`src/verilog/port_mac_pkg.sv`:
```
// constants, register map and types of the switch port mac
package port_mac_pkg;
  localparam logic [7:0] OFF_GLOBAL3 = 8'h0c;
  localparam logic [7:0] OFF_GLOBAL4 = 8'h10;
  localparam logic [7:0] OFF_RATE_HI = 8'h18;
  localparam logic [7:0] OFF_RATE_LO = 8'h1c;
  localparam logic [7:0] OFF_STORM = 8'h20;
  localparam logic [7:0] OFF_STATUS = 8'h24;
  localparam int G3_AGGR = 0;
  localparam int G3_LARGE = 6;
  localparam int G4_LEGAL1536 = 1;
  localparam int G4_NO_DROP = 3;
  localparam int G4_BP_EN = 5;
  localparam int ST_EN = 0;
  localparam int ST_MCAST = 1;
  localparam logic [7:0] RATE_LO_RST = 8'h4a;
  localparam logic [1:0] RESP_OKAY = 2'h0;
  localparam logic [1:0] RESP_SLVERR = 2'h2;
  localparam int IPG_BITS = 96;
  localparam int SLOT_BITS = 512;
  localparam logic [13:0] IPG_NIB = 14'(IPG_BITS / 4);
  localparam logic [13:0] LATE_NIB = 14'(SLOT_BITS / 4);
  localparam logic [6:0] SLOT_NIB_LAST = 7'(SLOT_BITS / 4 - 1);
  localparam logic [3:0] NIB_DIV_10M = 4'h9;
  localparam logic [4:0] MAX_COLL = 5'h10;
  localparam logic [3:0] EXP_CAP = 4'ha;
  localparam logic [3:0] AGGR_CAP = 4'h3;
  localparam logic [11:0] MIN_LEN = 12'h040;
  localparam logic [11:0] STD_MAX_LEN = 12'h5ee;
  localparam logic [11:0] LEGAL_MAX_LEN = 12'h600;
  localparam logic [11:0] LARGE_MAX_LEN = 12'h800;
  localparam logic [11:0] VLAN_EXTRA = 12'h004;
  localparam logic [11:0] PAUSE_LEN = 12'h040;
  localparam logic [15:0] PAUSE_MAX = 16'hffff;
  localparam logic [9:0] BP_ON_NIB = 10'h3e8;
  localparam logic [7:0] FC_HOLD = 8'h64;
  localparam int CLK_KHZ = 25000;
  localparam int STORM_100_MS = 50;
  localparam int STORM_10_MS = 500;
  localparam int STORM_100_CYC = CLK_KHZ * STORM_100_MS;
  localparam int STORM_10_CYC = CLK_KHZ * STORM_10_MS;
  typedef enum logic [1:0] {TX_IDLE, TX_SEND, TX_BACKOFF, TX_BP} tx_state_e;
  typedef enum logic [1:0] {KIND_DATA, KIND_PAUSE, KIND_PREAMBLE} tx_kind_e;
endpackage : port_mac_pkg
```
`src/verilog/port_mac_flow.sv`:
```
// per-port mac: gap, backoff, length filter, pause, back pressure, storm limit
//
// The address map and the AXI4-Lite register port were chosen for this implementation.
`timescale 1ns/100ps
module port_mac_flow #(
  parameter int STORM_100_CYC = port_mac_pkg::STORM_100_CYC,
  parameter int STORM_10_CYC = port_mac_pkg::STORM_10_CYC
) (
  input wire logic clk_sys,
  input wire logic rstn,
  input wire logic [7:0] s_axi_awaddr,
  input wire logic s_axi_awvalid,
  output logic s_axi_awready,
  input wire logic [31:0] s_axi_wdata,
  input wire logic [3:0] s_axi_wstrb,
  input wire logic s_axi_wvalid,
  output logic s_axi_wready,
  output logic [1:0] s_axi_bresp,
  output logic s_axi_bvalid,
  input wire logic s_axi_bready,
  input wire logic [7:0] s_axi_araddr,
  input wire logic s_axi_arvalid,
  output logic s_axi_arready,
  output logic [31:0] s_axi_rdata,
  output logic [1:0] s_axi_rresp,
  output logic s_axi_rvalid,
  input wire logic s_axi_rready,
  input wire logic link_100,
  input wire logic full_duplex,
  input wire logic mac_carrier_sense,
  input wire logic collision,
  output logic mac_transmit_enable,
  output logic [1:0] tx_kind,
  output logic [15:0] tx_pause_time,
  input wire logic tx_valid,
  input wire logic [11:0] tx_len,
  output logic tx_ready,
  output logic tx_sent,
  output logic tx_dropped,
  input wire logic rx_frame_end,
  input wire logic [11:0] rx_len,
  input wire logic rx_vlan,
  input wire logic rx_broadcast,
  input wire logic rx_multicast,
  input wire logic rx_is_pause,
  input wire logic [15:0] rx_pause_time,
  input wire logic dest_busy,
  input wire logic rxq_full,
  output logic rx_accept,
  output logic rx_discard,
  output logic paused,
  output logic flow_active
);
  typedef struct packed {
    port_mac_pkg::tx_state_e tx_st;
    port_mac_pkg::tx_kind_e kind;
    logic [15:0] quanta;
    logic [3:0] nib_div;
    logic [13:0] gap;
    logic [13:0] sent;
    logic [13:0] frame_nib;
    logic coll_flag;
    logic [4:0] coll_n;
    logic [9:0] bo_slots;
    logic [6:0] bo_sub;
    logic [15:0] lfsr;
    logic [9:0] bp_cnt;
    logic [15:0] pause_q;
    logic [6:0] pause_sub;
    logic fc_on;
    logic [7:0] hold;
    logic xoff_pend;
    logic xon_pend;
    logic [23:0] storm_cnt;
    logic [10:0] storm_frames;
    logic rx_acc;
    logic rx_dis;
    logic sent_p;
    logic drop_p;
    logic ack_p;
    logic [7:0] g3;
    logic [7:0] g4;
    logic [7:0] rate_hi;
    logic [7:0] rate_lo;
    logic [1:0] storm_ctl;
    logic aw_got;
    logic w_got;
    logic [7:0] awaddr;
    logic [7:0] wdata;
    logic wen;
    logic bvalid;
    logic [1:0] bresp;
    logic rvalid;
    logic [31:0] rdata;
    logic [1:0] rresp;
  } state_s;

  state_s s_reg;
  state_s s_next;

  logic nt;
  logic can_go;
  logic bp_want;
  logic half;
  logic [3:0] bo_exp;
  logic [9:0] bo_mask;
  logic [11:0] max_len;
  logic [10:0] storm_limit;
  logic storm_frame;
  logic [23:0] storm_last;
  logic aw_hs;
  logic w_hs;
  logic ar_hs;

  // 25 mhz clock: one nibble per cycle at 100 mb/s, one per ten at 10 mb/s
  assign nt = link_100 || (s_reg.nib_div == port_mac_pkg::NIB_DIV_10M);
  assign half = !full_duplex;
  assign can_go = s_reg.gap >= port_mac_pkg::IPG_NIB;
  assign bp_want = half && s_reg.g4[port_mac_pkg::G4_BP_EN] && s_reg.fc_on;
  assign storm_limit = {s_reg.rate_hi[2:0], s_reg.rate_lo};
  assign storm_last = link_100 ? 24'(STORM_100_CYC - 1) : 24'(STORM_10_CYC - 1);
  assign storm_frame = s_reg.storm_ctl[port_mac_pkg::ST_EN] &&
                       (rx_broadcast || (rx_multicast && s_reg.storm_ctl[port_mac_pkg::ST_MCAST]));
  assign aw_hs = s_axi_awvalid && s_axi_awready;
  assign w_hs = s_axi_wvalid && s_axi_wready;
  assign ar_hs = s_axi_arvalid && s_axi_arready;

  assign mac_transmit_enable = (s_reg.tx_st == port_mac_pkg::TX_SEND) || (s_reg.tx_st == port_mac_pkg::TX_BP);
  assign tx_kind = s_reg.kind;
  assign tx_pause_time = s_reg.quanta;
  assign tx_ready = s_reg.ack_p;
  assign tx_sent = s_reg.sent_p;
  assign tx_dropped = s_reg.drop_p;
  assign rx_accept = s_reg.rx_acc;
  assign rx_discard = s_reg.rx_dis;
  assign paused = s_reg.pause_q != 16'h0000;
  assign flow_active = s_reg.fc_on;
  assign s_axi_awready = !s_reg.aw_got && !s_reg.bvalid;
  assign s_axi_wready = !s_reg.w_got && !s_reg.bvalid;
  assign s_axi_bvalid = s_reg.bvalid;
  assign s_axi_bresp = s_reg.bresp;
  assign s_axi_arready = !s_reg.rvalid;
  assign s_axi_rvalid = s_reg.rvalid;
  assign s_axi_rdata = s_reg.rdata;
  assign s_axi_rresp = s_reg.rresp;

  always_comb begin
    bo_exp = (s_reg.coll_n[4] || s_reg.coll_n[3:0] > port_mac_pkg::EXP_CAP) ? port_mac_pkg::EXP_CAP : s_reg.coll_n[3:0];
    if (s_reg.g3[port_mac_pkg::G3_AGGR] && bo_exp > port_mac_pkg::AGGR_CAP) begin
      // aggressive mode caps the window low so our port wins the wire sooner
      bo_exp = port_mac_pkg::AGGR_CAP;
    end
    bo_mask = 10'((11'h001 << bo_exp) - 11'h001);
    if (s_reg.g3[port_mac_pkg::G3_LARGE]) begin
      max_len = port_mac_pkg::LARGE_MAX_LEN;
    end else if (s_reg.g4[port_mac_pkg::G4_LEGAL1536]) begin
      max_len = port_mac_pkg::LEGAL_MAX_LEN;
    end else begin
      max_len = port_mac_pkg::STD_MAX_LEN;
    end
    if (rx_vlan) begin
      max_len = max_len + port_mac_pkg::VLAN_EXTRA;
    end
  end

  always_comb begin
    s_next = s_reg;
    s_next.sent_p = 1'b0;
    s_next.drop_p = 1'b0;
    s_next.ack_p = 1'b0;
    s_next.rx_acc = 1'b0;
    s_next.rx_dis = 1'b0;
    s_next.nib_div = (link_100 || nt) ? 4'h0 : s_reg.nib_div + 4'h1;
    s_next.lfsr = {s_reg.lfsr[14:0], s_reg.lfsr[15] ^ s_reg.lfsr[13] ^ s_reg.lfsr[12] ^ s_reg.lfsr[10] ^ 1'b1};

    // gap restarts while sending, and after a collision while carrier is seen
    if (mac_transmit_enable || (s_reg.coll_flag && mac_carrier_sense)) begin
      s_next.gap = 14'h0000;
    end else if (nt && !can_go) begin
      s_next.gap = s_reg.gap + 14'h0001;
    end

    unique case (s_reg.tx_st)
      port_mac_pkg::TX_IDLE: begin
        s_next.sent = 14'h0000;
        s_next.bp_cnt = 10'h000;
        if (can_go) begin
          if (full_duplex && (s_reg.xoff_pend || s_reg.xon_pend)) begin
            s_next.tx_st = port_mac_pkg::TX_SEND;
            s_next.kind = port_mac_pkg::KIND_PAUSE;
            s_next.quanta = s_reg.xoff_pend ? port_mac_pkg::PAUSE_MAX : 16'h0000;
            s_next.frame_nib = 14'({port_mac_pkg::PAUSE_LEN, 1'b0});
            s_next.xoff_pend = 1'b0;
            s_next.xon_pend = 1'b0;
            s_next.coll_flag = 1'b0;
          end else if (tx_valid && !paused) begin
            s_next.tx_st = port_mac_pkg::TX_SEND;
            s_next.kind = port_mac_pkg::KIND_DATA;
            s_next.quanta = 16'h0000;
            s_next.frame_nib = 14'({tx_len, 1'b0});
            s_next.coll_flag = 1'b0;
          end else if (bp_want && !tx_valid) begin
            s_next.tx_st = port_mac_pkg::TX_BP;
            s_next.kind = port_mac_pkg::KIND_PREAMBLE;
            s_next.coll_flag = 1'b0;
          end
        end
      end
      port_mac_pkg::TX_SEND: begin
        if (nt) begin
          s_next.sent = s_reg.sent + 14'h0001;
        end
        if (collision && half) begin
          s_next.coll_flag = 1'b1;
          s_next.tx_st = port_mac_pkg::TX_IDLE;
          if (s_reg.sent >= port_mac_pkg::LATE_NIB) begin
            s_next.drop_p = 1'b1;
            s_next.ack_p = 1'b1;
            s_next.coll_n = 5'h00;
          end else if (s_reg.coll_n == port_mac_pkg::MAX_COLL - 5'h01 &&
                       !s_reg.g4[port_mac_pkg::G4_NO_DROP]) begin
            s_next.drop_p = 1'b1;
            s_next.ack_p = 1'b1;
            s_next.coll_n = 5'h00;
          end else begin
            // no-drop keeps retrying with the count pinned at its top
            s_next.coll_n = (s_reg.coll_n == port_mac_pkg::MAX_COLL) ? s_reg.coll_n : s_reg.coll_n + 5'h01;
            if (!bp_want) begin
              s_next.tx_st = port_mac_pkg::TX_BACKOFF;
              s_next.bo_slots = 10'h000;
              s_next.bo_sub = 7'h00;
            end
          end
        end else if (nt && s_reg.sent + 14'h0001 >= s_reg.frame_nib) begin
          s_next.tx_st = port_mac_pkg::TX_IDLE;
          if (s_reg.kind == port_mac_pkg::KIND_DATA) begin
            s_next.sent_p = 1'b1;
            s_next.ack_p = 1'b1;
            s_next.coll_n = 5'h00;
          end
        end
      end
      port_mac_pkg::TX_BACKOFF: begin
        // slot count drawn on the first cycle, from the window of the current count
        if (s_reg.bo_sub == 7'h00 && s_reg.bo_slots == 10'h000 && !s_reg.sent[13]) begin
          s_next.bo_slots = s_reg.lfsr[9:0] & bo_mask;
          s_next.sent = 14'h2000;
          if ((s_reg.lfsr[9:0] & bo_mask) == 10'h000) begin
            s_next.tx_st = port_mac_pkg::TX_IDLE;
          end
        end else if (nt) begin
          s_next.bo_sub = s_reg.bo_sub + 7'h01;
          if (s_reg.bo_sub == port_mac_pkg::SLOT_NIB_LAST) begin
            s_next.bo_slots = s_reg.bo_slots - 10'h001;
            if (s_reg.bo_slots == 10'h001) begin
              s_next.tx_st = port_mac_pkg::TX_IDLE;
            end
          end
        end
      end
      port_mac_pkg::TX_BP: begin
        // collisions are ignored here: carrier simply stays up
        if (tx_valid || !bp_want) begin
          s_next.tx_st = port_mac_pkg::TX_IDLE;
        end else if (nt) begin
          s_next.bp_cnt = s_reg.bp_cnt + 10'h001;
          if (s_reg.bp_cnt == port_mac_pkg::BP_ON_NIB) begin
            // idle gap is the short silence that avoids jabber and deferral limits
            s_next.tx_st = port_mac_pkg::TX_IDLE;
          end
        end
      end
    endcase

    // pause timer in units of 512 bit times
    if (rx_frame_end && rx_is_pause && full_duplex) begin
      s_next.pause_q = rx_pause_time;
      s_next.pause_sub = 7'h00;
    end else if (paused && nt) begin
      s_next.pause_sub = s_reg.pause_sub + 7'h01;
      if (s_reg.pause_sub == port_mac_pkg::SLOT_NIB_LAST) begin
        s_next.pause_q = s_reg.pause_q - 16'h0001;
      end
    end

    // flow control on/off with a hold time before release
    if ((rx_frame_end && dest_busy) || rxq_full) begin
      s_next.hold = 8'h00;
      if (!s_reg.fc_on) begin
        s_next.fc_on = 1'b1;
        s_next.xoff_pend = full_duplex;
        s_next.xon_pend = 1'b0;
      end
    end else if (s_reg.fc_on && !dest_busy) begin
      s_next.hold = s_reg.hold + 8'h01;
      if (s_reg.hold == port_mac_pkg::FC_HOLD - 8'h01) begin
        s_next.fc_on = 1'b0;
        s_next.xon_pend = full_duplex;
        s_next.xoff_pend = 1'b0;
        s_next.hold = 8'h00;
      end
    end else begin
      s_next.hold = 8'h00;
    end

    // storm interval and length filter
    if (s_reg.storm_cnt >= storm_last) begin
      s_next.storm_cnt = 24'h000000;
      s_next.storm_frames = 11'h000;
    end else begin
      s_next.storm_cnt = s_reg.storm_cnt + 24'h000001;
    end
    if (rx_frame_end) begin
      if (rx_len < port_mac_pkg::MIN_LEN || rx_len > max_len || rx_is_pause) begin
        s_next.rx_dis = 1'b1;
      end else if (storm_frame && s_reg.storm_frames >= storm_limit) begin
        s_next.rx_dis = 1'b1;
      end else begin
        s_next.rx_acc = 1'b1;
        if (storm_frame && s_reg.storm_cnt < storm_last) begin
          s_next.storm_frames = s_reg.storm_frames + 11'h001;
        end
      end
    end

    // register bus slave
    s_next.wen = 1'b0;
    if (aw_hs) begin
      s_next.aw_got = 1'b1;
      s_next.awaddr = s_axi_awaddr;
    end
    if (w_hs) begin
      s_next.w_got = 1'b1;
      s_next.wdata = s_axi_wdata[7:0];
      s_next.wen = s_axi_wstrb[0];
    end
    if (s_reg.aw_got && s_reg.w_got) begin
      s_next.aw_got = 1'b0;
      s_next.w_got = 1'b0;
      s_next.bvalid = 1'b1;
      s_next.bresp = port_mac_pkg::RESP_OKAY;
      unique case (s_reg.awaddr)
        port_mac_pkg::OFF_GLOBAL3: if (s_reg.wen) s_next.g3 = s_reg.wdata;
        port_mac_pkg::OFF_GLOBAL4: if (s_reg.wen) s_next.g4 = s_reg.wdata;
        port_mac_pkg::OFF_RATE_HI: if (s_reg.wen) s_next.rate_hi = s_reg.wdata;
        port_mac_pkg::OFF_RATE_LO: if (s_reg.wen) s_next.rate_lo = s_reg.wdata;
        port_mac_pkg::OFF_STORM: if (s_reg.wen) s_next.storm_ctl = s_reg.wdata[1:0];
        port_mac_pkg::OFF_STATUS: s_next.bresp = port_mac_pkg::RESP_OKAY;
        default: s_next.bresp = port_mac_pkg::RESP_SLVERR;
      endcase
    end else if (s_reg.bvalid && s_axi_bready) begin
      s_next.bvalid = 1'b0;
    end
    if (ar_hs) begin
      s_next.rvalid = 1'b1;
      s_next.rresp = port_mac_pkg::RESP_OKAY;
      unique case (s_axi_araddr)
        port_mac_pkg::OFF_GLOBAL3: s_next.rdata = {24'h000000, s_reg.g3};
        port_mac_pkg::OFF_GLOBAL4: s_next.rdata = {24'h000000, s_reg.g4};
        port_mac_pkg::OFF_RATE_HI: s_next.rdata = {24'h000000, s_reg.rate_hi};
        port_mac_pkg::OFF_RATE_LO: s_next.rdata = {24'h000000, s_reg.rate_lo};
        port_mac_pkg::OFF_STORM: s_next.rdata = {30'h00000000, s_reg.storm_ctl};
        port_mac_pkg::OFF_STATUS: s_next.rdata = {s_reg.pause_q, 5'h00, s_reg.storm_frames};
        default: begin
          s_next.rdata = 32'h00000000;
          s_next.rresp = port_mac_pkg::RESP_SLVERR;
        end
      endcase
    end else if (s_reg.rvalid && s_axi_rready) begin
      s_next.rvalid = 1'b0;
    end
  end

  always_ff @(posedge clk_sys or negedge rstn) begin
    if (!rstn) begin
      s_reg <= '0;
      s_reg.rate_lo <= port_mac_pkg::RATE_LO_RST;
    end else begin
      s_reg <= s_next;
    end
  end
endmodule : port_mac_flow

```
`config.mk`:
```
export PLATFORM = sky130hd
export DESIGN_NAME = port_mac_flow
export DESIGN_NICKNAME = d
export VERILOG_FILES = /design/src/verilog/port_mac_pkg.sv /design/src/verilog/port_mac_flow.sv
export SDC_FILE = /design/constraint.sdc
export NUM_CORES = 1
export LEC_CHECK = 0
export ABC_CLOCK_PERIOD_IN_PS = 4690
export BUFFER_PORTS_ARGS = -buffer_cell sky130_fd_sc_hd__buf_2
export CORE_ASPECT_RATIO = 0.7
export CORE_UTILIZATION = 49
export DETAILED_ROUTE_END_ITERATION = 10
export GPL_ROUTABILITY_DRIVEN = 0
export HOLD_SLACK_MARGIN = 0.03
export PLACE_DENSITY = 0.79
export SLEW_MARGIN = 20
export SYNTH_ARGS = -nofsm -noshare
export SYNTH_HDL_FRONTEND = slang
export SYNTH_SLANG_ARGS = --single-unit
```
`constraint.sdc`:
```
create_clock -name clk_sys -period 4.69 [get_ports clk_sys]
set_clock_uncertainty 0.15 [all_clocks]
set_input_delay 1.1725 -clock clk_sys [delete_from_list [all_inputs] [get_ports clk_sys]]
set_output_delay 1.1725 -clock clk_sys [all_outputs]
set_load 0.1 [all_outputs]
```
==> results.cfg <==
[run_status]
outcome = complete, no violations

[clocking]
ctsHoldBuffers = 0
path_clk_slew_ps = 70
htreeDepth = 1
cts_tree = done
clockBufferDepth = 3
clock-root-buffer = clkbuf_16
cts_setup_buffers = 0
numCtsBuffers = 25
cts_resized = 0
insertion_delay_ps = 540
clock_sinks = 256

[routing]
ant_nets = 0
route.met3.wl_um = 1720
routedWlPerCell_um = 16.3
totalWireLength_um = 31100
drt_iter0_drc = 835
viasPerCell = 5.61
drtPass1Iterations = 6
highest_layer = met4
wl_met2_um = 14200
vias = 10700
met1_length_um = 14800
drc = 0

[placement]
dp_cells = 1864
portBuffers = 143
dp_hpwl_um = 22000

[timing]
hold_violations = 0
rsz0062_at_grt = no
maxSlewViolCount = 0
slew_headroom = 0.418
fin_crit_sh = 0.862
timing.fmax_ghz = 0.247
worst_pin_slew_ps = 872
fin_crit_ps = 4040
finalSetupTns_ps = 0
setup_viol = 0

[final_layout]
seq_area_sq_um = 6410
largest_reg_flops = 201
n_antenna_cell = 0
syn2layout_area_growth_pct = 12.5
drive_gt1_frac = 0.185
nFillCells = 2357
layout.nets = 1704
multi_input_area_sq_um = 6700
final_cells = 1909

[worst_setup_path]
start_kind = flip-flop
worst-path-max-fanout = 7
arrival_ps = 4320
critPathCaptureType = flip-flop
cpMostUsedCell = nand3_1
crit_path_cell_trace = ha_1, nand3_1, nor2_1, nand3_1, nor2_1, nand3_1, xnor2_1, ha_1, nor4_1, o21ai_0, o311ai_0, a21oi_1, nor3_1, or4b_4, mux2_4
max_stage_delay_ps = 560
rr_worst_depth = 15
cp.depth = 15
critPathBufInv = 0
crit_type = flip-flop to flip-flop
slowest_stage = or4b_4
cp.required_ps = 4960
path_delay_family = simple AND/OR/NAND/NOR gates

[floorplan]
die_w_um = 203
ioPinCount = 178
rows = 51
start_util = 0.499
die-area_sq_um = 29000
dieHeight_um = 143
core_sq_um = 27800

[power]
ir_worst_vdd_v = 0.000491
comb_power_share = 0.224
pwr-share-seq = 0.415
p_sw_mw = 2.13
p_int_mw = 4.35
p_per_area_nw_per_um2 = 415
p_sw_frac = 0.329
pwr-share-clk = 0.360
p_leak_nw = 7.21

[synthesis]
yosysTopAreaCell = dfrtp_1
synth_warnings = 0
syn-cell-area_sq_um = 13900
synth_top_flop_cell = dfrtp_1
syn_avg_cell_area_sq_um = 9.69
synth_edf_count = 0
syn_inst = 1432
synth_top_area_frac = 0.456
yosysUniqueCellTypes = 73
synth_async_sr_flop_share = 1.00
yosysSeqAreaShare = 0.462
ys_ff_latch = 256
synth_area_leaders = dfrtp_1 (46%), ha_1 (6.6%), nand2_1 (4.7%)

[grt]
overflow = 0
grt_max_degree = 115
grt_usage = 0.220
grt_antenna_before_repair = 0
grt_first_pass_wirelength_um = 52300
grt_pass1_vias = 10400

[min_path]
hold_path_class = flip-flop to flip-flop
timing.hold.worst_path_depth = 0

[run]
maxCapViolCount = 0
## stage by stage
stage | setup slack, ps | hold WS (ps) | instance area [sq um] | utilization | power, mW
finish | 647 | 209 | 15600 | 0.561 | 6.48
global route | 283 | 222 | 15600 | 0.561 | 6.79
CTS | 658 | 211 | 15600 | 0.561 | 6.51
detailed placement | 352 | 190 | 14700 | 0.527 | 4.14
global placement | 418 | 185 | 14700 | 0.527 | 4.07
floorplan | 632 | 181 | 13900 | - | 3.76
## cells in the mapped netlist, types with 7 or more instances
cell type and instances:
and2_1 18, dfrtp_1 253, clkbuf_1 47, xnor2_1 44
or3_1 11, nand3_1 41, o31ai_1 13, o21ai_0 109
nand2_1 175, and3_1 17, a21o_1 11, o22ai_1 9
mux2i_1 14, a221oi_1 10, buf_4 54, inv_1 63
nor2_1 111, nand4_1 22, or4_1 12, nor3_1 30
mux2_2 53, a21oi_1 43, xor2_1 42, or2_2 10
ha_1 73, nor4_1 17, a31oi_1 7, and4_1 8
nor2b_1 13
## power by group through the flow
stage               combinational (mW)  clock, mW  sequential [mW]
floorplan                         1.12          0             2.64
global placement                  1.38          0             2.69
detailed placement                1.43          0             2.72
CTS                               1.44       2.38             2.68
global route                      1.60       2.46             2.73
finish                            1.45       2.34             2.69
## layout make-up
class                   count  share of cell area
clock buffers              28              0.0414
clock inverters            17              0.0200
inverters                  63              0.0151
multi-input cells        1017               0.429
flip-flops and latches    256               0.410
well taps                 371              0.0297
repair buffers            157              0.0548
## cells in the final DEF, fill, tap and decap left out, types with 43 or more instances in the layout
master	netlist	final
dfrtp_1	253	253
nand2_1	175	175
buf_2	1	142
nor2_1	111	111
o21ai_0	109	109
ha_1	73	73
inv_1	63	63
mux2_2	53	53
xnor2_1	44	44
a21oi_1	43	43
## routing by layer
layer,up-vias,global-route usage
li1,5158,-
met1,5195,0.315
met2,316,0.354
met3,35,0.0326
met4,0,0.0491
met5,-,0
## worst paths after layout
path,to,from,slack [ps]
worst max-delay path,s_reg[279],s_reg[228],650
worst min-delay path,s_next[188],s_next[187],210
worst max register to register,s_reg[279],s_reg[228],650
worst min register to register,s_next[188],s_next[187],210
max in group asynchronous,s_reg[108],rstn,2960
min in group asynchronous,s_axi_rdata[26],rstn,540
## cells by family after synthesis
kind of cell,count (synthesis),synth area share
AND/OR/NAND/NOR,520,0.185
other,1,0.000270
multiplexers,68,0.0542
buffers and inverters,165,0.0593
adder cells (fa/ha/maj),73,0.0658
XOR/XNOR,86,0.0543
AO/OA/AOI/OAI,263,0.119
flip-flops,256,0.462
Note: power is estimated with default switching activity, not from simulation.
